===== config.mk =====
export PLATFORM = sky130hd
export DESIGN_NAME = csn_regs
export DESIGN_NICKNAME = d
export VERILOG_FILES = /design/src/common/csn_pkg.sv /design/src/hw/csn_flag_cell.sv /design/src/hw/csn_regs.sv
export SDC_FILE = /design/constraint.sdc
export NUM_CORES = 1
export LEC_CHECK = 0
export ABC_CLOCK_PERIOD_IN_PS = 4000
export BUFFER_PORTS_ARGS = -buffer_cell sky130_fd_sc_hd__buf_4
export CORE_AREA = 2 2 58 73
export DETAILED_ROUTE_END_ITERATION = 12
export DIE_AREA = 0 0 60 75
export PLACE_DENSITY = 0.83
export RECOVER_POWER = 25
export REMOVE_ABC_BUFFERS = 1
export SYNTH_ARGS = -nofsm -noshare
export SYNTH_HDL_FRONTEND = slang
export SYNTH_SLANG_ARGS = --single-unit

===== constraint.sdc =====
create_clock -name clk_sys -period 4 [get_ports clk_sys]
set_input_delay 0.6 -clock clk_sys [delete_from_list [all_inputs] [get_ports clk_sys]]
set_output_delay 0.6 -clock clk_sys [all_outputs]
set_load 0.02 [all_outputs]

===== src/common/csn_pkg.sv =====
// Purpose: constants shared by the converter status / nvm control register bank
// Assumes: 50 MHz core clock, 8-bit register offsets from the serial slave front end
// Notes: all offsets, bit positions, reset values and timing counts live here
package csn_pkg;
    // ****************************************
    // register map
    // ****************************************
    localparam logic [7:0] ADDR_CONVERTER_STATUS = 8'h05;
    localparam logic [7:0] ADDR_NVM_CONTROL = 8'hFF;
    localparam logic [7:0] RST_CONVERTER_STATUS = 8'h00;
    localparam logic [7:0] RST_NVM_CONTROL = 8'h00;
    localparam logic [7:0] RDATA_UNMAPPED = 8'h00;

    // ****************************************
    // converter_status fields
    // ****************************************
    localparam int BIT_THERMAL_SHUTDOWN = 7;
    localparam int BIT_DIE_OVER_TEMP = 6;
    localparam int BIT_CONVERSION_SCHEME = 5;
    localparam int BIT_POWER_PATH = 4;
    localparam int BIT_BYPASS_LIMIT = 3;
    localparam int BIT_BOOST_LIMIT = 2;
    localparam int BIT_FAULT = 1;
    localparam int BIT_OUTPUT_IN_REGULATION = 0;

    // ****************************************
    // nvm_control fields
    // ****************************************
    localparam int BIT_NVM_WRITE_EN = 7;
    localparam int BIT_NVM_LOCK_REQ = 6;
    localparam int BIT_NVM_LOCKED = 5;

    // ****************************************
    // timing
    // ****************************************
    localparam int CLK_PERIOD_NS = 20;
    localparam int BOOST_LIMIT_TIME_NS = 1500000;
    // least time: round up to whole cycles
    localparam int BOOST_LIMIT_CYCLES = (BOOST_LIMIT_TIME_NS + CLK_PERIOD_NS - 1) / CLK_PERIOD_NS;
    localparam int BOOST_CNT_W = 17;
endpackage : csn_pkg


===== src/hw/csn_flag_cell.sv =====
// Purpose: one sticky status flag, set by an event and cleared by a status read
// Assumes: clear is a one-cycle pulse on clk_sys
// Notes: SYNC=1 passes the event through two flip-flops first
`timescale 1ns/1ps
module csn_flag_cell #(
    parameter bit SYNC = 1'b1
) (
    input wire logic clk_sys,
    input wire logic rst_n,
    input wire logic event_in,
    input wire logic clear,
    output logic flag
);
    // ****************************************
    // state
    // ****************************************
    typedef struct packed {
        logic s1;
        logic s2;
        logic flag;
    } csn_cell_t;

    csn_cell_t state_ff;
    csn_cell_t nxt_state;
    logic evt;

    always_comb begin
        nxt_state = state_ff;
        nxt_state.s1 = event_in;
        nxt_state.s2 = state_ff.s1;
        evt = SYNC ? state_ff.s2 : event_in;
        // set wins over a clear in the same cycle
        if (evt) begin
            nxt_state.flag = 1'b1;
        end else if (clear) begin
            nxt_state.flag = 1'b0;
        end
    end

    always_ff @(posedge clk_sys) begin
        if (!rst_n) begin
            state_ff <= '0;
        end else begin
            state_ff <= nxt_state;
        end
    end

    assign flag = state_ff.flag;
endmodule : csn_flag_cell


===== src/hw/csn_regs.sv =====
// Purpose: converter status register and nvm control register with nvm program sequencing
// Assumes: register port comes from the serial slave front end on clk_sys;
//          analog condition inputs are asynchronous; nvm handshake is on clk_sys
// Notes: read data is registered and appears one cycle after reg_rd
//
// How it works
// - thermal shutdown sets bit 7, held until status read clears it.
// - bit 6 follows present die temperature above 115 degrees, unlatched.
// - bit 5 is 1 in pulse-frequency operation, 0 in pulse-width.
// - bit 4 is 0 in pass-through, 1 while boost runs.
// - bypass switch current limit latches bit 3 until status read.
// - bit 2 latches after average input limit held 1.5ms in boost.
// - any fault latches bit 1 until status register read.
// - bit 0 high while output is inside regulation window.
// - bit 0 forced high when forced into pass-through operation.
// - writing 1 to control bit 7 starts copy into nvm storage.
// - trigger bit 7 clears itself when the copy completes.
// - control bit 6 locks nvm after next write sequence; later writes void.
// - lock is permanent; nothing unlocks it.
// - control bit 5 reads back the nvm lock state, read-only.
// - control bits 4..0 ignore writes and read as 0.
`timescale 1ns/1ps
module csn_regs #(
    parameter int BOOST_LIMIT_CYCLES = csn_pkg::BOOST_LIMIT_CYCLES
) (
    input wire logic clk_sys,
    input wire logic rst_n,
    input wire logic [7:0] reg_addr,
    input wire logic reg_wr,
    input wire logic [7:0] reg_wdata,
    input wire logic reg_rd,
    output logic [7:0] reg_rdata,
    output logic reg_rvalid,
    input wire logic thermal_shutdown_evt,
    input wire logic die_over_temp,
    input wire logic pfm_active,
    input wire logic boost_running,
    input wire logic bypass_limit_evt,
    input wire logic avg_input_limit,
    input wire logic fault_evt,
    input wire logic output_in_window,
    input wire logic forced_pass_through,
    input wire logic nvm_locked_strap,
    output logic nvm_prog_req,
    output logic nvm_prog_lock,
    input wire logic nvm_prog_done,
    output logic nvm_locked_status
);
    // ****************************************
    // state
    // ****************************************
    // level index: 0 die hot, 1 pfm, 2 boost, 3 avg limit, 4 in window, 5 forced pt
    typedef struct packed {
        logic [5:0] lvl_s1;
        logic [5:0] lvl_s2;
        logic [csn_pkg::BOOST_CNT_W-1:0] bst_cnt;
        logic bst_hit;
        logic boot_done;
        logic wen;
        logic wp;
        logic locked;
        logic prog_req;
        logic [7:0] rdata;
        logic rvalid;
    } csn_regs_t;

    csn_regs_t state_ff;
    csn_regs_t nxt_state;

    logic status_clear;
    logic thermal_shutdown_flag;
    logic bypass_limit_flag;
    logic boost_limit_flag;
    logic fault_flag;
    logic die_over_temp_flag;
    logic conversion_scheme_flag;
    logic power_path_flag;
    logic output_in_regulation_flag;
    logic [7:0] status_val;
    logic [7:0] ctrl_val;

    localparam logic [csn_pkg::BOOST_CNT_W-1:0] BST_MAX =
        csn_pkg::BOOST_CNT_W'(BOOST_LIMIT_CYCLES - 1);

    // ****************************************
    // latched status flags
    // ****************************************
    assign status_clear = reg_rd && (reg_addr == csn_pkg::ADDR_CONVERTER_STATUS);

    csn_flag_cell #(.SYNC(1'b1)) u_tsd (
        .clk_sys(clk_sys),
        .rst_n(rst_n),
        .event_in(thermal_shutdown_evt),
        .clear(status_clear),
        .flag(thermal_shutdown_flag)
    );

    csn_flag_cell #(.SYNC(1'b1)) u_bypass (
        .clk_sys(clk_sys),
        .rst_n(rst_n),
        .event_in(bypass_limit_evt),
        .clear(status_clear),
        .flag(bypass_limit_flag)
    );

    csn_flag_cell #(.SYNC(1'b0)) u_boost (
        .clk_sys(clk_sys),
        .rst_n(rst_n),
        .event_in(state_ff.bst_hit),
        .clear(status_clear),
        .flag(boost_limit_flag)
    );

    csn_flag_cell #(.SYNC(1'b1)) u_fault (
        .clk_sys(clk_sys),
        .rst_n(rst_n),
        .event_in(fault_evt),
        .clear(status_clear),
        .flag(fault_flag)
    );

    // ****************************************
    // live status bits and register images
    // ****************************************
    always_comb begin
        die_over_temp_flag = state_ff.lvl_s2[0];
        conversion_scheme_flag = state_ff.lvl_s2[1];
        power_path_flag = state_ff.lvl_s2[2];
        output_in_regulation_flag = state_ff.lvl_s2[4] || state_ff.lvl_s2[5];
        status_val = csn_pkg::RST_CONVERTER_STATUS;
        status_val[csn_pkg::BIT_THERMAL_SHUTDOWN] = thermal_shutdown_flag;
        status_val[csn_pkg::BIT_DIE_OVER_TEMP] = die_over_temp_flag;
        status_val[csn_pkg::BIT_CONVERSION_SCHEME] = conversion_scheme_flag;
        status_val[csn_pkg::BIT_POWER_PATH] = power_path_flag;
        status_val[csn_pkg::BIT_BYPASS_LIMIT] = bypass_limit_flag;
        status_val[csn_pkg::BIT_BOOST_LIMIT] = boost_limit_flag;
        status_val[csn_pkg::BIT_FAULT] = fault_flag;
        status_val[csn_pkg::BIT_OUTPUT_IN_REGULATION] = output_in_regulation_flag;
        // low bits stay at zero whatever was written
        ctrl_val = csn_pkg::RST_NVM_CONTROL;
        ctrl_val[csn_pkg::BIT_NVM_WRITE_EN] = state_ff.wen;
        ctrl_val[csn_pkg::BIT_NVM_LOCK_REQ] = state_ff.wp;
        ctrl_val[csn_pkg::BIT_NVM_LOCKED] = state_ff.locked;
    end

    // ****************************************
    // next state
    // ****************************************
    always_comb begin
        nxt_state = state_ff;
        nxt_state.lvl_s1 = {forced_pass_through, output_in_window, avg_input_limit,
                            boost_running, pfm_active, die_over_temp};
        nxt_state.lvl_s2 = state_ff.lvl_s1;

        // average limit must hold continuously in boost for the full window
        nxt_state.bst_hit = 1'b0;
        if (state_ff.lvl_s2[3] && state_ff.lvl_s2[2]) begin
            if (state_ff.bst_cnt == BST_MAX) begin
                nxt_state.bst_hit = 1'b1;
            end else begin
                nxt_state.bst_cnt = state_ff.bst_cnt + 1'b1;
            end
        end else begin
            nxt_state.bst_cnt = '0;
        end

        // lock state held in nvm is picked up once after reset release
        if (!state_ff.boot_done) begin
            nxt_state.boot_done = 1'b1;
            nxt_state.locked = state_ff.locked || nvm_locked_strap;
        end

        // register writes
        if (reg_wr && (reg_addr == csn_pkg::ADDR_NVM_CONTROL)) begin
            nxt_state.wp = reg_wdata[csn_pkg::BIT_NVM_LOCK_REQ];
            // a new sequence starts only when idle and unlocked
            if (reg_wdata[csn_pkg::BIT_NVM_WRITE_EN] && !state_ff.prog_req
                && !state_ff.locked && state_ff.boot_done) begin
                nxt_state.wen = 1'b1;
                nxt_state.prog_req = 1'b1;
            end
        end

        // end of copy sequence
        if (state_ff.prog_req && nvm_prog_done) begin
            nxt_state.prog_req = 1'b0;
            nxt_state.wen = 1'b0;
            if (state_ff.wp) begin
                nxt_state.locked = 1'b1;
            end
        end

        // read data path
        nxt_state.rvalid = reg_rd;
        if (reg_rd) begin
            unique case (reg_addr)
                csn_pkg::ADDR_CONVERTER_STATUS: nxt_state.rdata = status_val;
                csn_pkg::ADDR_NVM_CONTROL: nxt_state.rdata = ctrl_val;
                default: nxt_state.rdata = csn_pkg::RDATA_UNMAPPED;
            endcase
        end
    end

    always_ff @(posedge clk_sys) begin
        if (!rst_n) begin
            state_ff <= '0;
        end else begin
            state_ff <= nxt_state;
        end
    end

    // ****************************************
    // outputs
    // ****************************************
    assign reg_rdata = state_ff.rdata;
    assign reg_rvalid = state_ff.rvalid;
    assign nvm_prog_req = state_ff.prog_req;
    assign nvm_prog_lock = state_ff.wp;
    assign nvm_locked_status = state_ff.locked;
endmodule : csn_regs

### Yosys cells after proc, flatten, opt, wreduce, memory -nomap -nowiden

Index checks and enable logic that the tools add are counted.

* output and inout port bits: 12
* flip-flop bits (word level): 53

* bitwise gates (word level): 1
* eq/ne operators: 3
* add/sub/neg operators: 1
* reduce and logical (&&, ||, !) cells: 18
* mux-type cells: 16

Operators by type and width (count)
* $add 17x1->17 const B: 1
* $eq 17x17->1 const B: 1
* $pmux 8 s2: 1
* $mux 14: 1
* $mux 1: 11
* $eq 8x3->1 const B: 1
* $eq 8x8->1 const B: 1
* $mux 8: 1
* $reduce_bool 2->1: 4
* $logic_and 1x1->1: 7
* $mux 2: 2
* $reduce_and 2->1: 2
* $logic_not 1->1: 2
* $logic_or 1x1->1: 2
* $reduce_or 2->1: 1
* $not 1->1: 1

### Depth between registers and ports, before layout

Gate-level depths: netlist of run 1.

* depth in word-level cells: 8
* gate-level depth with buffers: 4
* mapped depth without buffers: 4

### Hierarchy

Synthesis of run 1 repeated with hierarchy kept, for this count alone.

* cell total of the unflattened synthesis: 205
* area, all modules: 2057.0 µm²

By module, submodules not included
* csn_regs: times used 1, sequential area each 860.8 µm², area an instance 1734.2 µm², cells each 181
* csn_flag_cell (u_bypass ...): times used 3, sequential area each 60.1 µm², area an instance 93.8 µm², cells each 7
* csn_flag_cell (u_boost): times used 1, sequential area each 20.0 µm², area an instance 41.3 µm², cells each 3

### Worst setup path after synthesis of run 1

No wires, ideal clock.

* path type: flip-flop to flip-flop
* from: register state_ff[15] (netlist name)
* to: register state_ff[15] (netlist name)
* stages on the path, launching flop included: 5
* arrival: 1504 ps
* data required time: 3928 ps
* setup slack: 2424 ps
* library setup time: 72 ps
* cell sequence: dfxtp_1 -> ha_1 -> or4bb_1 -> nor4_4 -> mux2i_1

* cells in the longest elaborated chain, start to end: 1
* elaborated cells between the ends (all ways): 2
* those cells by class: 1 x add/sub; 1 x eq/ne

Ends and longest elaborated chain
* start, declared: RTL line csn_regs.sv:67 `csn_regs_t state_ff;`
* start signal, assigned: RTL line csn_regs.sv:208 `state_ff <= nxt_state;`
* $add 17x1->17 / $eq 17x17->1 (equally long branches): RTL line csn_regs.sv:161, csn_regs.sv:158

Parallel ways exist; a longest one is shown, timed or not.
A chain may end at the register's enable or synchronous reset.

### Final worst setup path of run 1

* from: input rst_n
* to: register state_ff[18] (netlist name)

* cells in the longest elaborated chain, start to end: 1

Ends and longest elaborated chain
* start, declared: RTL line csn_regs.sv:27 `input wire logic rst_n,`
* $reduce_and 2->1 (no line)

No other way between the ends.

==> impl_metrics.csv, run 1 <==
group,metric,value,unit
finish,fillers,330,
setup_path,start_kind,"input pin",
global_routing,grtUsageTotal,18.7,%
finish,nets,285,
yosys,ys_seq_area_share,50.8,%
placed_design,finalWeightedCongestion,0.761,
setup_path,end_kind,"flip-flop",
route,wl_per_cell,12.0,um
yosys,ys_seq_elements,53,
yosys,synthCells,224,
global_routing,first_global_vias,1520,
yosys,synth_top_area_share,50.8,%
clock_tree,cts_sinks,53,
placed_design,hpwl,2580,um
pwr,powerDensity,359,mW/mm2
clock_tree,cts_root_buffer,"clkbuf_8",
clock_tree,ctsResizeCount,0,
yosys,synthArstFlopShare,0,%
floorplan,die_height,75,um
timing,setup_tns,0,ns
yosys,synth_area,0.00209,mm2
clock_tree,htree_num_levels,2,
clock_tree,cts_tree,"yes",
placed_design,placed_cells,299,
timing,fin_crit,1.82,ns
clock_tree,hold_buffers,0,
setup_path,worstPathMaxFanout,44,
timing,fmax,0.549,GHz
yosys,synth.most_common_cell,"dfxtp_1",
clock_tree,clk_latency,0.30,ns
clock_tree,numCtsBuffers,5,
timing,final-setup-viol-count,0,
floorplan,ios,43,
global_routing,antenna_found_initial,0,
yosys,yosysTopAreaCell,"dfxtp_1",
route,initialDrtViolationCount,53,
timing,drv_slew,0,
clock_tree,postCtsSetupBuffers,0,
finish,drive_above_1_share,18.7,%
route,vias_per_cell,5.20,
floorplan,initial_utilization,55.1,%
timing,whs,0.433,ns
timing,rsz0062_at_grt,"no",
timing,tightest_slew,0.611,ns
yosys,synthTopCellsByCount,"dfxtp_1 (53), nand2_1 (25), and2_1 (20)",
route,first_pass_iters,4,
finish,instances_no_fill,306,
pwr,ir_worst_vdd,0.333,mV
yosys,synth_area_leaders,"dfxtp_1 (51%), and2_1 (6.0%), nand2_1 (4.5%)",
yosys,ys.flop_type,"dfxtp_1",
yosys,ys_types,34,
placed_design,postPlaceCellArea,0.00234,mm2
placed_design,port_buffers,36,
yosys,yosysWarningCount,0,
yosys,synth_edf_count,0,
route,vias,1592,
pwr,leakage,0.866,nW
setup_path,cp.required,4.24,ns
setup_path,worstSetupPathType,"input pin to flip-flop",
route,drc,0,
finish,multiInputGateArea,906,um2
yosys,syn_area_per_cell,9.32,um2
flow_run,max_cap_violations,0,
global_routing,overflow,0,
worst_hold_path,hold_class,"flip-flop to flip-flop",
finish,seq_area,0.00106,mm2
floorplan,core_region_area,0.00378,mm2
finish,antenna_cells,0,
finish,areaGrowthSynthToFinish,16.1,%
clock_tree,clockBufferDepth,2,
route,ant_nets,0,
finish,postLayoutCellArea,0.00242,mm2
timing,finalHoldViolations,0,
clock_tree,clk_pin_slew,0.09,ns
route,totalWireLength,3660,um
worst_hold_path,hold_depth,1,
floorplan,die_area,0.00450,mm2
timing,skew,0.0102,ns
setup_path,reg2reg_depth,3,
timing,relSlewSlack,59.2,%
status,status,"finished clean",
timing,finalCritPeriodShare,45.6,%
floorplan,rows,25,
global_routing,grt_pass1_wl,6330,um
floorplan,dieWidth,60,um
global_routing,grt_start_max_net_pins,45,
finish,fin_util,64.0,%
setup_path,cp.arrival,2.06,ns
## flip-flops by register name, summed over array words and instances (netlist names)
name and flops:
u_fault.flag 1, nvm_prog_lock 1, u_bypass.flag 1, u_tsd.flag 1, u_boost.flag 1, nxt_state 6, u_fault.nxt_state 1, die_over_temp_flag 1
nvm_locked_status 1, conversion_scheme_flag 1, power_path_flag 1, reg_rdata 8, nvm_prog_req 1, state_ff 22, reg_rvalid 1, u_fault.evt 1
u_bypass.nxt_state 1, u_bypass.evt 1, u_tsd.evt 1, u_tsd.nxt_state 1
## critical path: stages
cell	delay (ns)
buf_4	0.31
nand3_1	0.42
or3_2	0.58
o21ai_0	0.14
## power breakdown
part | switching, W | internal (W)
clock network | 0.000164 | 0.000121
logic | 0.0000178 | 0.0000246
registers | 0.00000375 | 0.000539
## metrics by stage
stage	total power (W)	setup WS, ns
after global placement	0.000596	1.91
after global routing	0.000906	2.04
after floorplan	0.000569	2.42
final	0.000871	2.18
after detailed placement	0.000598	1.82
after CTS	0.000887	2.17
## final cells by class
type / instances / area share (%)
tap: 54 / 2.79
clock buffer: 5 / 2.84
clock inverter: 2 / 0.671
sequential: 53 / 43.8
multi-input combinational: 147 / 37.4
timing repair buffer: 36 / 11.2
inverter: 9 / 1.39
## routing by layer
layer	global-route usage, %	routed length [um]
met1	21.4	1700
met2	32.2	1730
met3	4.81	170
met4	8.64	59
met5	0	0
## logic make-up (layout without fill, tap and decap cells)
logic type               count (synthesis)  count (layout)  share of synthesized area (%)
AND/OR/NAND/NOR                        103             103                           29.0
flip-flops                              53              53                           50.8
AO/OA/AOI/OAI                           34              34                           9.41
buffers and inverters                   24              52                           5.76
multiplexers                             7               7                           3.36
adder cells (fa/ha/maj)                  2               2                           1.20
XOR/XNOR                                 1               1                          0.420
## cell usage in the layout (no fill, tap or decap), types with 2 or more instances in the layout
master / instances
nand2b_1: 5
nand3_1: 12
mux2i_1: 7
dfxtp_1: 53
nor2_1: 4
or4_1: 4
a21oi_1: 9
and3_1: 2
clkbuf_8: 5
nand3b_1: 6
nor4_1: 4
o221ai_1: 3
ha_1: 2
buf_4: 36
and2_1: 19
o21ai_0: 16
nand2_1: 25
o31ai_1: 4
nand4_1: 6
inv_1: 9
and4_1: 2
or3_1: 4
## path summary, 6_finish.rpt
kind	from	end	slack (ns)
max reg2reg	state_ff[20]$_SDFFE_PN0P_	state_ff[26]$_SDFFE_PN0P_	2.18
max	rst_n	state_ff[18]$_SDFFE_PN0P_	2.18
min	u_tsd.nxt_state[1]$_SDFF_PN0_	u_tsd.evt$_SDFF_PN0_	0.43
min reg2reg	u_tsd.nxt_state[1]$_SDFF_PN0_	u_tsd.evt$_SDFF_PN0_	0.43
Power figures use the tool's default switching activity.
==> run 2: changes to the inputs <==
--- a/config.mk
+++ b/config.mk
@@ -5,12 +5,12 @@
 export SDC_FILE = /design/constraint.sdc
 export NUM_CORES = 1
 export LEC_CHECK = 0
-export ABC_CLOCK_PERIOD_IN_PS = 4000
+export ABC_CLOCK_PERIOD_IN_PS = 1700
 export BUFFER_PORTS_ARGS = -buffer_cell sky130_fd_sc_hd__buf_4
-export CORE_AREA = 2 2 58 73
+export CORE_AREA = 2 2 60 76
 export DETAILED_ROUTE_END_ITERATION = 12
-export DIE_AREA = 0 0 60 75
-export PLACE_DENSITY = 0.83
+export DIE_AREA = 0 0 62 78
+export PLACE_DENSITY = 0.78
 export RECOVER_POWER = 25
 export REMOVE_ABC_BUFFERS = 1
 export SYNTH_ARGS = -nofsm -noshare
==> constraint.sdc (replaced) <==
create_clock -name clk_sys -period 1.7 [get_ports clk_sys]
set_input_delay 0.255 -clock clk_sys [delete_from_list [all_inputs] [get_ports clk_sys]]
set_output_delay 0.255 -clock clk_sys [all_outputs]
set_load 0.02 [all_outputs]
==> impl_metrics.csv, run 2 (synthesis results as in run 1) <==
group,metric,value,unit
setup_path,worstSetupPathType,"flip-flop to flip-flop",
placed_design,port_buffers,36,
clock_tree,cts_sinks,53,
setup_path,crit_path_end,"state_ff[16]$_SDFFE_PN0P_",
finish,largest_register_ffs,22,
status,status,"finished clean",
floorplan,core_region_area,0.00407,mm2
setup_path,regToRegSetupSlack,0.04,ns
pwr,power_frac_comb,4.9,%
finish,fin_util,62.2,%
clock_tree,cts_root_buffer,"clkbuf_8",
setup_path,slowest_delay,0.46,ns
clock_tree,hold_buffers,0,
floorplan,dieWidth,62,um
clock_tree,clk_latency,0.30,ns
pwr,intPower,0.00161,W
setup_path,critPathTopFamily,"simple AND/OR/NAND/NOR gates",
finish,final_cell_mix,"dfxtp_1 (51), buf_4 (46), nand2_1 (25), and2_1 (17), o21ai_0 (16)",
pwr,p_sw,0.000432,W
setup_path,cp_cell_sequence,"ha_4 -> or4bb_4 -> nor4_4 -> mux2i_1",
pwr,powerDensity,807,mW/mm2
setup_path,cp.arrival,1.88,ns
finish,antenna_cells,0,
clock_tree,numCtsBuffers,5,
floorplan,die_height,78,um
clock_tree,clk_pin_slew,0.09,ns
pwr,power_frac_seq,62.5,%
setup_path,crit_start,"state_ff[16]$_SDFFE_PN0P_",
clock_tree,htree_num_levels,2,
timing,final-setup-viol-count,0,
clock_tree,cts_tree,"yes",
setup_path,cp_num_buf_inv,0,
timing,drv_slew,0,
global_routing,grt_pass1_wl,6110,um
setup_path,cp.required,1.93,ns
timing,fin_crit,1.66,ns
pwr,ir_worst_vdd,0.525,mV
setup_path,worst-path-stages,4,
route,initialDrtViolationCount,54,
timing,relSlewSlack,67.9,%
finish,layout_commonest_cell,"dfxtp_1",
route,vias_per_cell,5.05,
setup_path,worstPathMaxFanout,5,
timing,finalHoldViolations,0,
finish,top_register,"state_ff",
pwr,clkPwrFrac,32.6,%
route,first_pass_iters,4,
finish,fillers,361,
pwr,swShare,21.1,%
flow_run,max_cap_violations,0,
route,drc,0,
timing,finalCritPeriodShare,97.4,%
timing,skew,0.00586,ns
setup_path,end_kind,"flip-flop",
floorplan,initial_utilization,51.3,%
worst_hold_path,hold_class,"input pin to flip-flop",
setup_path,r2r-start,"state_ff[16]$_SDFFE_PN0P_",
setup_path,r2r-end,"state_ff[16]$_SDFFE_PN0P_",
placed_design,finalWeightedCongestion,0.801,
global_routing,grt_start_max_net_pins,32,
global_routing,first_global_vias,1537,
placed_design,postPlaceCellArea,0.00242,mm2
floorplan,ios,43,
global_routing,overflow,0,
route,totalWireLength,3640,um
pwr,leakage,0.920,nW
timing,tightest_slew,0.481,ns
setup_path,crit_slowest_cell,"or4bb_4",
clock_tree,clockBufferDepth,2,
placed_design,placed_cells,312,
clock_tree,postCtsSetupBuffers,0,
floorplan,die_area,0.00484,mm2
setup_path,reg2reg_depth,4,
route,wl_per_cell,11.4,um
finish,areaGrowthSynthToFinish,21.3,%
global_routing,antenna_found_initial,0,
setup_path,start_kind,"flip-flop",
route,vias,1616,
timing,fmax,0.604,GHz
finish,instances_no_fill,320,
global_routing,grtUsageTotal,16.6,%
finish,nets,296,
finish,drive_above_1_share,23.9,%
route,ant_nets,0,
placed_design,hpwl,2650,um
finish,postLayoutCellArea,0.00253,mm2
timing,rsz0062_at_grt,"yes",
floorplan,rows,26,
-- run 2: layer usage --
metal  up-vias  global-route usage, %  routed length (um)  share of wire [%]
met1       718                   18.9                1590                 44
met3         7                   4.17                 149                4.1
met4         0                   8.51                  70                1.9
met5         -                      0                   0                  0
met2        33                   27.4                1830                 50
li1        858                      -                   -                  -
-- run 2: power groups by stage --
stage	clock network, W	logic [W]	registers, W
6_report	0.000667	0.0000998	0.00128
3_5_place_dp	0	0.000103	0.00131
4_1_cts	0.000696	0.000103	0.00128
2_1_floorplan	0	0.0000306	0.00131
3_3_place_gp	0	0.000100	0.00131
5_1_grt	0.000734	0.000111	0.00128
-- run 2: area by class of cell --
| class | count | area [um2] | share of cell area (%) |
|---|---|---|---|
| repair buffers | 47 | 349 | 13.8 |
| well taps | 56 | 70.1 | 2.77 |
| multi-input cells | 147 | 928 | 36.7 |
| flip-flops and latches | 53 | 1060 | 42.0 |
| inverters | 9 | 33.8 | 1.33 |
| clock inverters | 3 | 17.5 | 0.692 |
| clock buffers | 5 | 68.8 | 2.72 |
-- run 2: worst min path at each step --
stage | startpoint | end | slack [ns] | depth (start not counted)
floorplan | rst_n | state_ff[13]$_DFF_P_ | 0.28 | 0
global placement | u_bypass.evt$_SDFF_PN0_ | u_bypass.flag$_SDFFE_PN0P_ | 0.41 | 2
detailed placement | u_fault.evt$_SDFF_PN0_ | u_fault.flag$_SDFFE_PN0P_ | 0.41 | 2
CTS | avg_input_limit | nxt_state[35]$_SDFF_PN0_ | 0.14 | 2
global route | avg_input_limit | nxt_state[35]$_SDFF_PN0_ | 0.15 | 2
finish | bypass_limit_evt | u_bypass.nxt_state[1]$_SDFF_PN0_ | 0.16 | 2
-- run 2: metrics by stage --
stage               total power (W)  hold WS, ns  worst slack [ns]  setup TNS [ns]
global placement            0.00141        0.412             0.106               0
floorplan                   0.00134        0.283             0.124               0
detailed placement          0.00141        0.412            0.0731               0
global route                0.00213        0.150           -0.0301         -0.0680
finish                      0.00204        0.155            0.0442               0
CTS                         0.00208        0.143            0.0525               0
-- run 2: timing repair --
item	in CTS	in global routing
hold endpoints to repair	0	0
endpoints found under the setup margin	0	3
gates resized for setup	0	6
==> run 3: changes to the inputs <==
--- a/config.mk
+++ b/config.mk
@@ -5,12 +5,12 @@
 export SDC_FILE = /design/constraint.sdc
 export NUM_CORES = 1
 export LEC_CHECK = 0
-export ABC_CLOCK_PERIOD_IN_PS = 1700
+export ABC_CLOCK_PERIOD_IN_PS = 2000
 export BUFFER_PORTS_ARGS = -buffer_cell sky130_fd_sc_hd__buf_4
-export CORE_AREA = 2 2 60 76
+export CORE_AREA = 2 2 58 73
 export DETAILED_ROUTE_END_ITERATION = 12
-export DIE_AREA = 0 0 62 78
-export PLACE_DENSITY = 0.78
+export DIE_AREA = 0 0 60 75
+export PLACE_DENSITY = 0.83
 export RECOVER_POWER = 25
 export REMOVE_ABC_BUFFERS = 1
 export SYNTH_ARGS = -nofsm -noshare
==> constraint.sdc (replaced) <==
create_clock -name clk_sys -period 2 [get_ports clk_sys]
set_input_delay 0.3 -clock clk_sys [delete_from_list [all_inputs] [get_ports clk_sys]]
set_output_delay 0.3 -clock clk_sys [all_outputs]
set_load 0.02 [all_outputs]
==> impl_metrics.csv, run 3 (synthesis results as in run 1) <==
group,metric,value,unit
timing,tightest_slew,0.964,ns
global_routing,grt_pass1_wl,6400,um
floorplan,dieWidth,60,um
finish,final_cell_mix,"dfxtp_1 (53), buf_4 (38), nand2_1 (25), o21ai_0 (16), and2_1 (15)",
finish,nets,288,
floorplan,die_area,0.00450,mm2
clock_tree,numCtsBuffers,5,
timing,final-setup-viol-count,0,
global_routing,grt_start_max_net_pins,27,
route,vias,1663,
pwr,leakage,0.900,nW
finish,fin_util,65.8,%
setup_path,cp_num_buf_inv,0,
timing,rsz0062_at_grt,"no",
finish,areaGrowthSynthToFinish,19.4,%
pwr,intPower,0.00162,W
setup_path,critPathTopFamily,"simple AND/OR/NAND/NOR gates",
route,wl_per_cell,12.4,um
placed_design,pre_cts_slack,0.266,ns
timing,whs,0.197,ns
status,status,"finished clean",
setup_path,worstSetupPathType,"flip-flop to flip-flop",
pwr,ir_worst_vdd,0.703,mV
route,ant_nets,0,
placed_design,port_buffers,36,
setup_path,cp_cell_sequence,"ha_1 -> or4bb_1 -> nor4_4 -> mux2i_1",
finish,layout_commonest_cell,"dfxtp_1",
flow_run,max_cap_violations,0,
clock_tree,clk_latency,0.30,ns
clock_tree,postCtsSetupBuffers,0,
route,drc,0,
pwr,p_sw,0.000386,W
timing,fmax,0.572,GHz
finish,drive_above_1_share,19.5,%
floorplan,core_region_area,0.00378,mm2
timing,setup_tns,0,ns
clock_tree,htree_num_levels,2,
setup_path,cp.required,2.24,ns
pwr,powerDensity,807,mW/mm2
clock_tree,hold_buffers,0,
finish,largest_register_ffs,22,
timing,skew,0.00261,ns
clock_tree,ctsResizeCount,0,
floorplan,initial_utilization,55.1,%
timing,fin_crit,1.75,ns
global_routing,overflow,0,
placed_design,hpwl,2660,um
finish,fillers,334,
pwr,clkPwrFrac,41.7,%
pwr,swShare,19.2,%
global_routing,first_global_vias,1522,
clock_tree,cts_tree,"yes",
route,totalWireLength,3860,um
setup_path,start_kind,"flip-flop",
setup_path,crit_slowest_cell,"or4bb_1",
global_routing,grtUsageTotal,18.6,%
finish,antenna_cells,0,
floorplan,ios,43,
route,first_pass_iters,4,
timing,finalCritPeriodShare,87.4,%
clock_tree,cts_root_buffer,"clkbuf_8",
setup_path,cp.arrival,1.99,ns
global_routing,antenna_found_initial,0,
timing,finalHoldViolations,0,
setup_path,worstPathMaxFanout,6,
timing,relSlewSlack,35.7,%
finish,top_register,"state_ff",
setup_path,slowest_delay,0.53,ns
timing,fin_ws,0.252,ns
clock_tree,clockBufferDepth,2,
worst_hold_path,hold_class,"input pin to flip-flop",
timing,drv_slew,0,
floorplan,die_height,75,um
setup_path,end_kind,"flip-flop",
clock_tree,cts_sinks,53,
pwr,power_frac_comb,4.3,%
route,initialDrtViolationCount,32,
pwr,power_frac_seq,54.0,%
clock_tree,clk_pin_slew,0.09,ns
placed_design,finalWeightedCongestion,0.774,
route,vias_per_cell,5.36,
floorplan,rows,25,
run 3: cell types whose count changed in the layout (fill, tap and decap cells not counted), sizes merged:
| cell | change |
|---|---|
| clkinvlp | -1 |
| bufinv | +2 |
| buf | -8 |
| clkinv | -1 |
run 3: area by class of cell:
type | instances | area (um2) | area share, %
clock buffers | 5 | 68.8 | 2.76
repair buffers | 39 | 289 | 11.6
inverters | 9 | 33.8 | 1.36
well taps | 54 | 67.6 | 2.71
clock inverters | 3 | 65.1 | 2.61
multi-input cells | 147 | 906 | 36.4
flip-flops and latches | 53 | 1060 | 42.6
run 3: per-stage QoR:
step / power, W / cell area (um2) / instances
after floorplan: 0.00114 / 2000 / 209
final: 0.00201 / 2490 / 310
after global routing: 0.00208 / 2490 / 310
after global placement: 0.00119 / 2360 / 302
after detailed placement: 0.00120 / 2360 / 302
after CTS: 0.00203 / 2490 / 310
run 3: per-layer routing:
| metal | global-route usage (%) | part of all wire, % |
|---|---|---|
| met4 | 6.91 | 1.3 |
| met5 | 0 | 0 |
| met3 | 4.98 | 5.5 |
| met1 | 21.6 | 44 |
| met2 | 32.5 | 49 |
run 3: final timing paths:
path	startpoint	to	slack [ns]	depth (start not counted)
max	state_ff[15]$_SDFFE_PN0P_	state_ff[15]$_SDFFE_PN0P_	0.25	4
min	die_over_temp	nxt_state[32]$_SDFF_PN0_	0.20	2
max reg2reg	state_ff[15]$_SDFFE_PN0P_	state_ff[15]$_SDFFE_PN0P_	0.25	4
min reg2reg	u_bypass.nxt_state[1]$_SDFF_PN0_	u_bypass.evt$_SDFF_PN0_	0.44	1
run 3: power groups by stage:
| stage | sequential [W] | combinational, W | clock (W) |
|---|---|---|---|
| detailed placement | 0.00111 | 0.0000871 | 0 |
| CTS | 0.00109 | 0.0000880 | 0.000853 |
| global placement | 0.00111 | 0.0000851 | 0 |
| global route | 0.00109 | 0.0000960 | 0.000894 |
| finish | 0.00109 | 0.0000859 | 0.000839 |
| floorplan | 0.00111 | 0.0000260 | 0 |
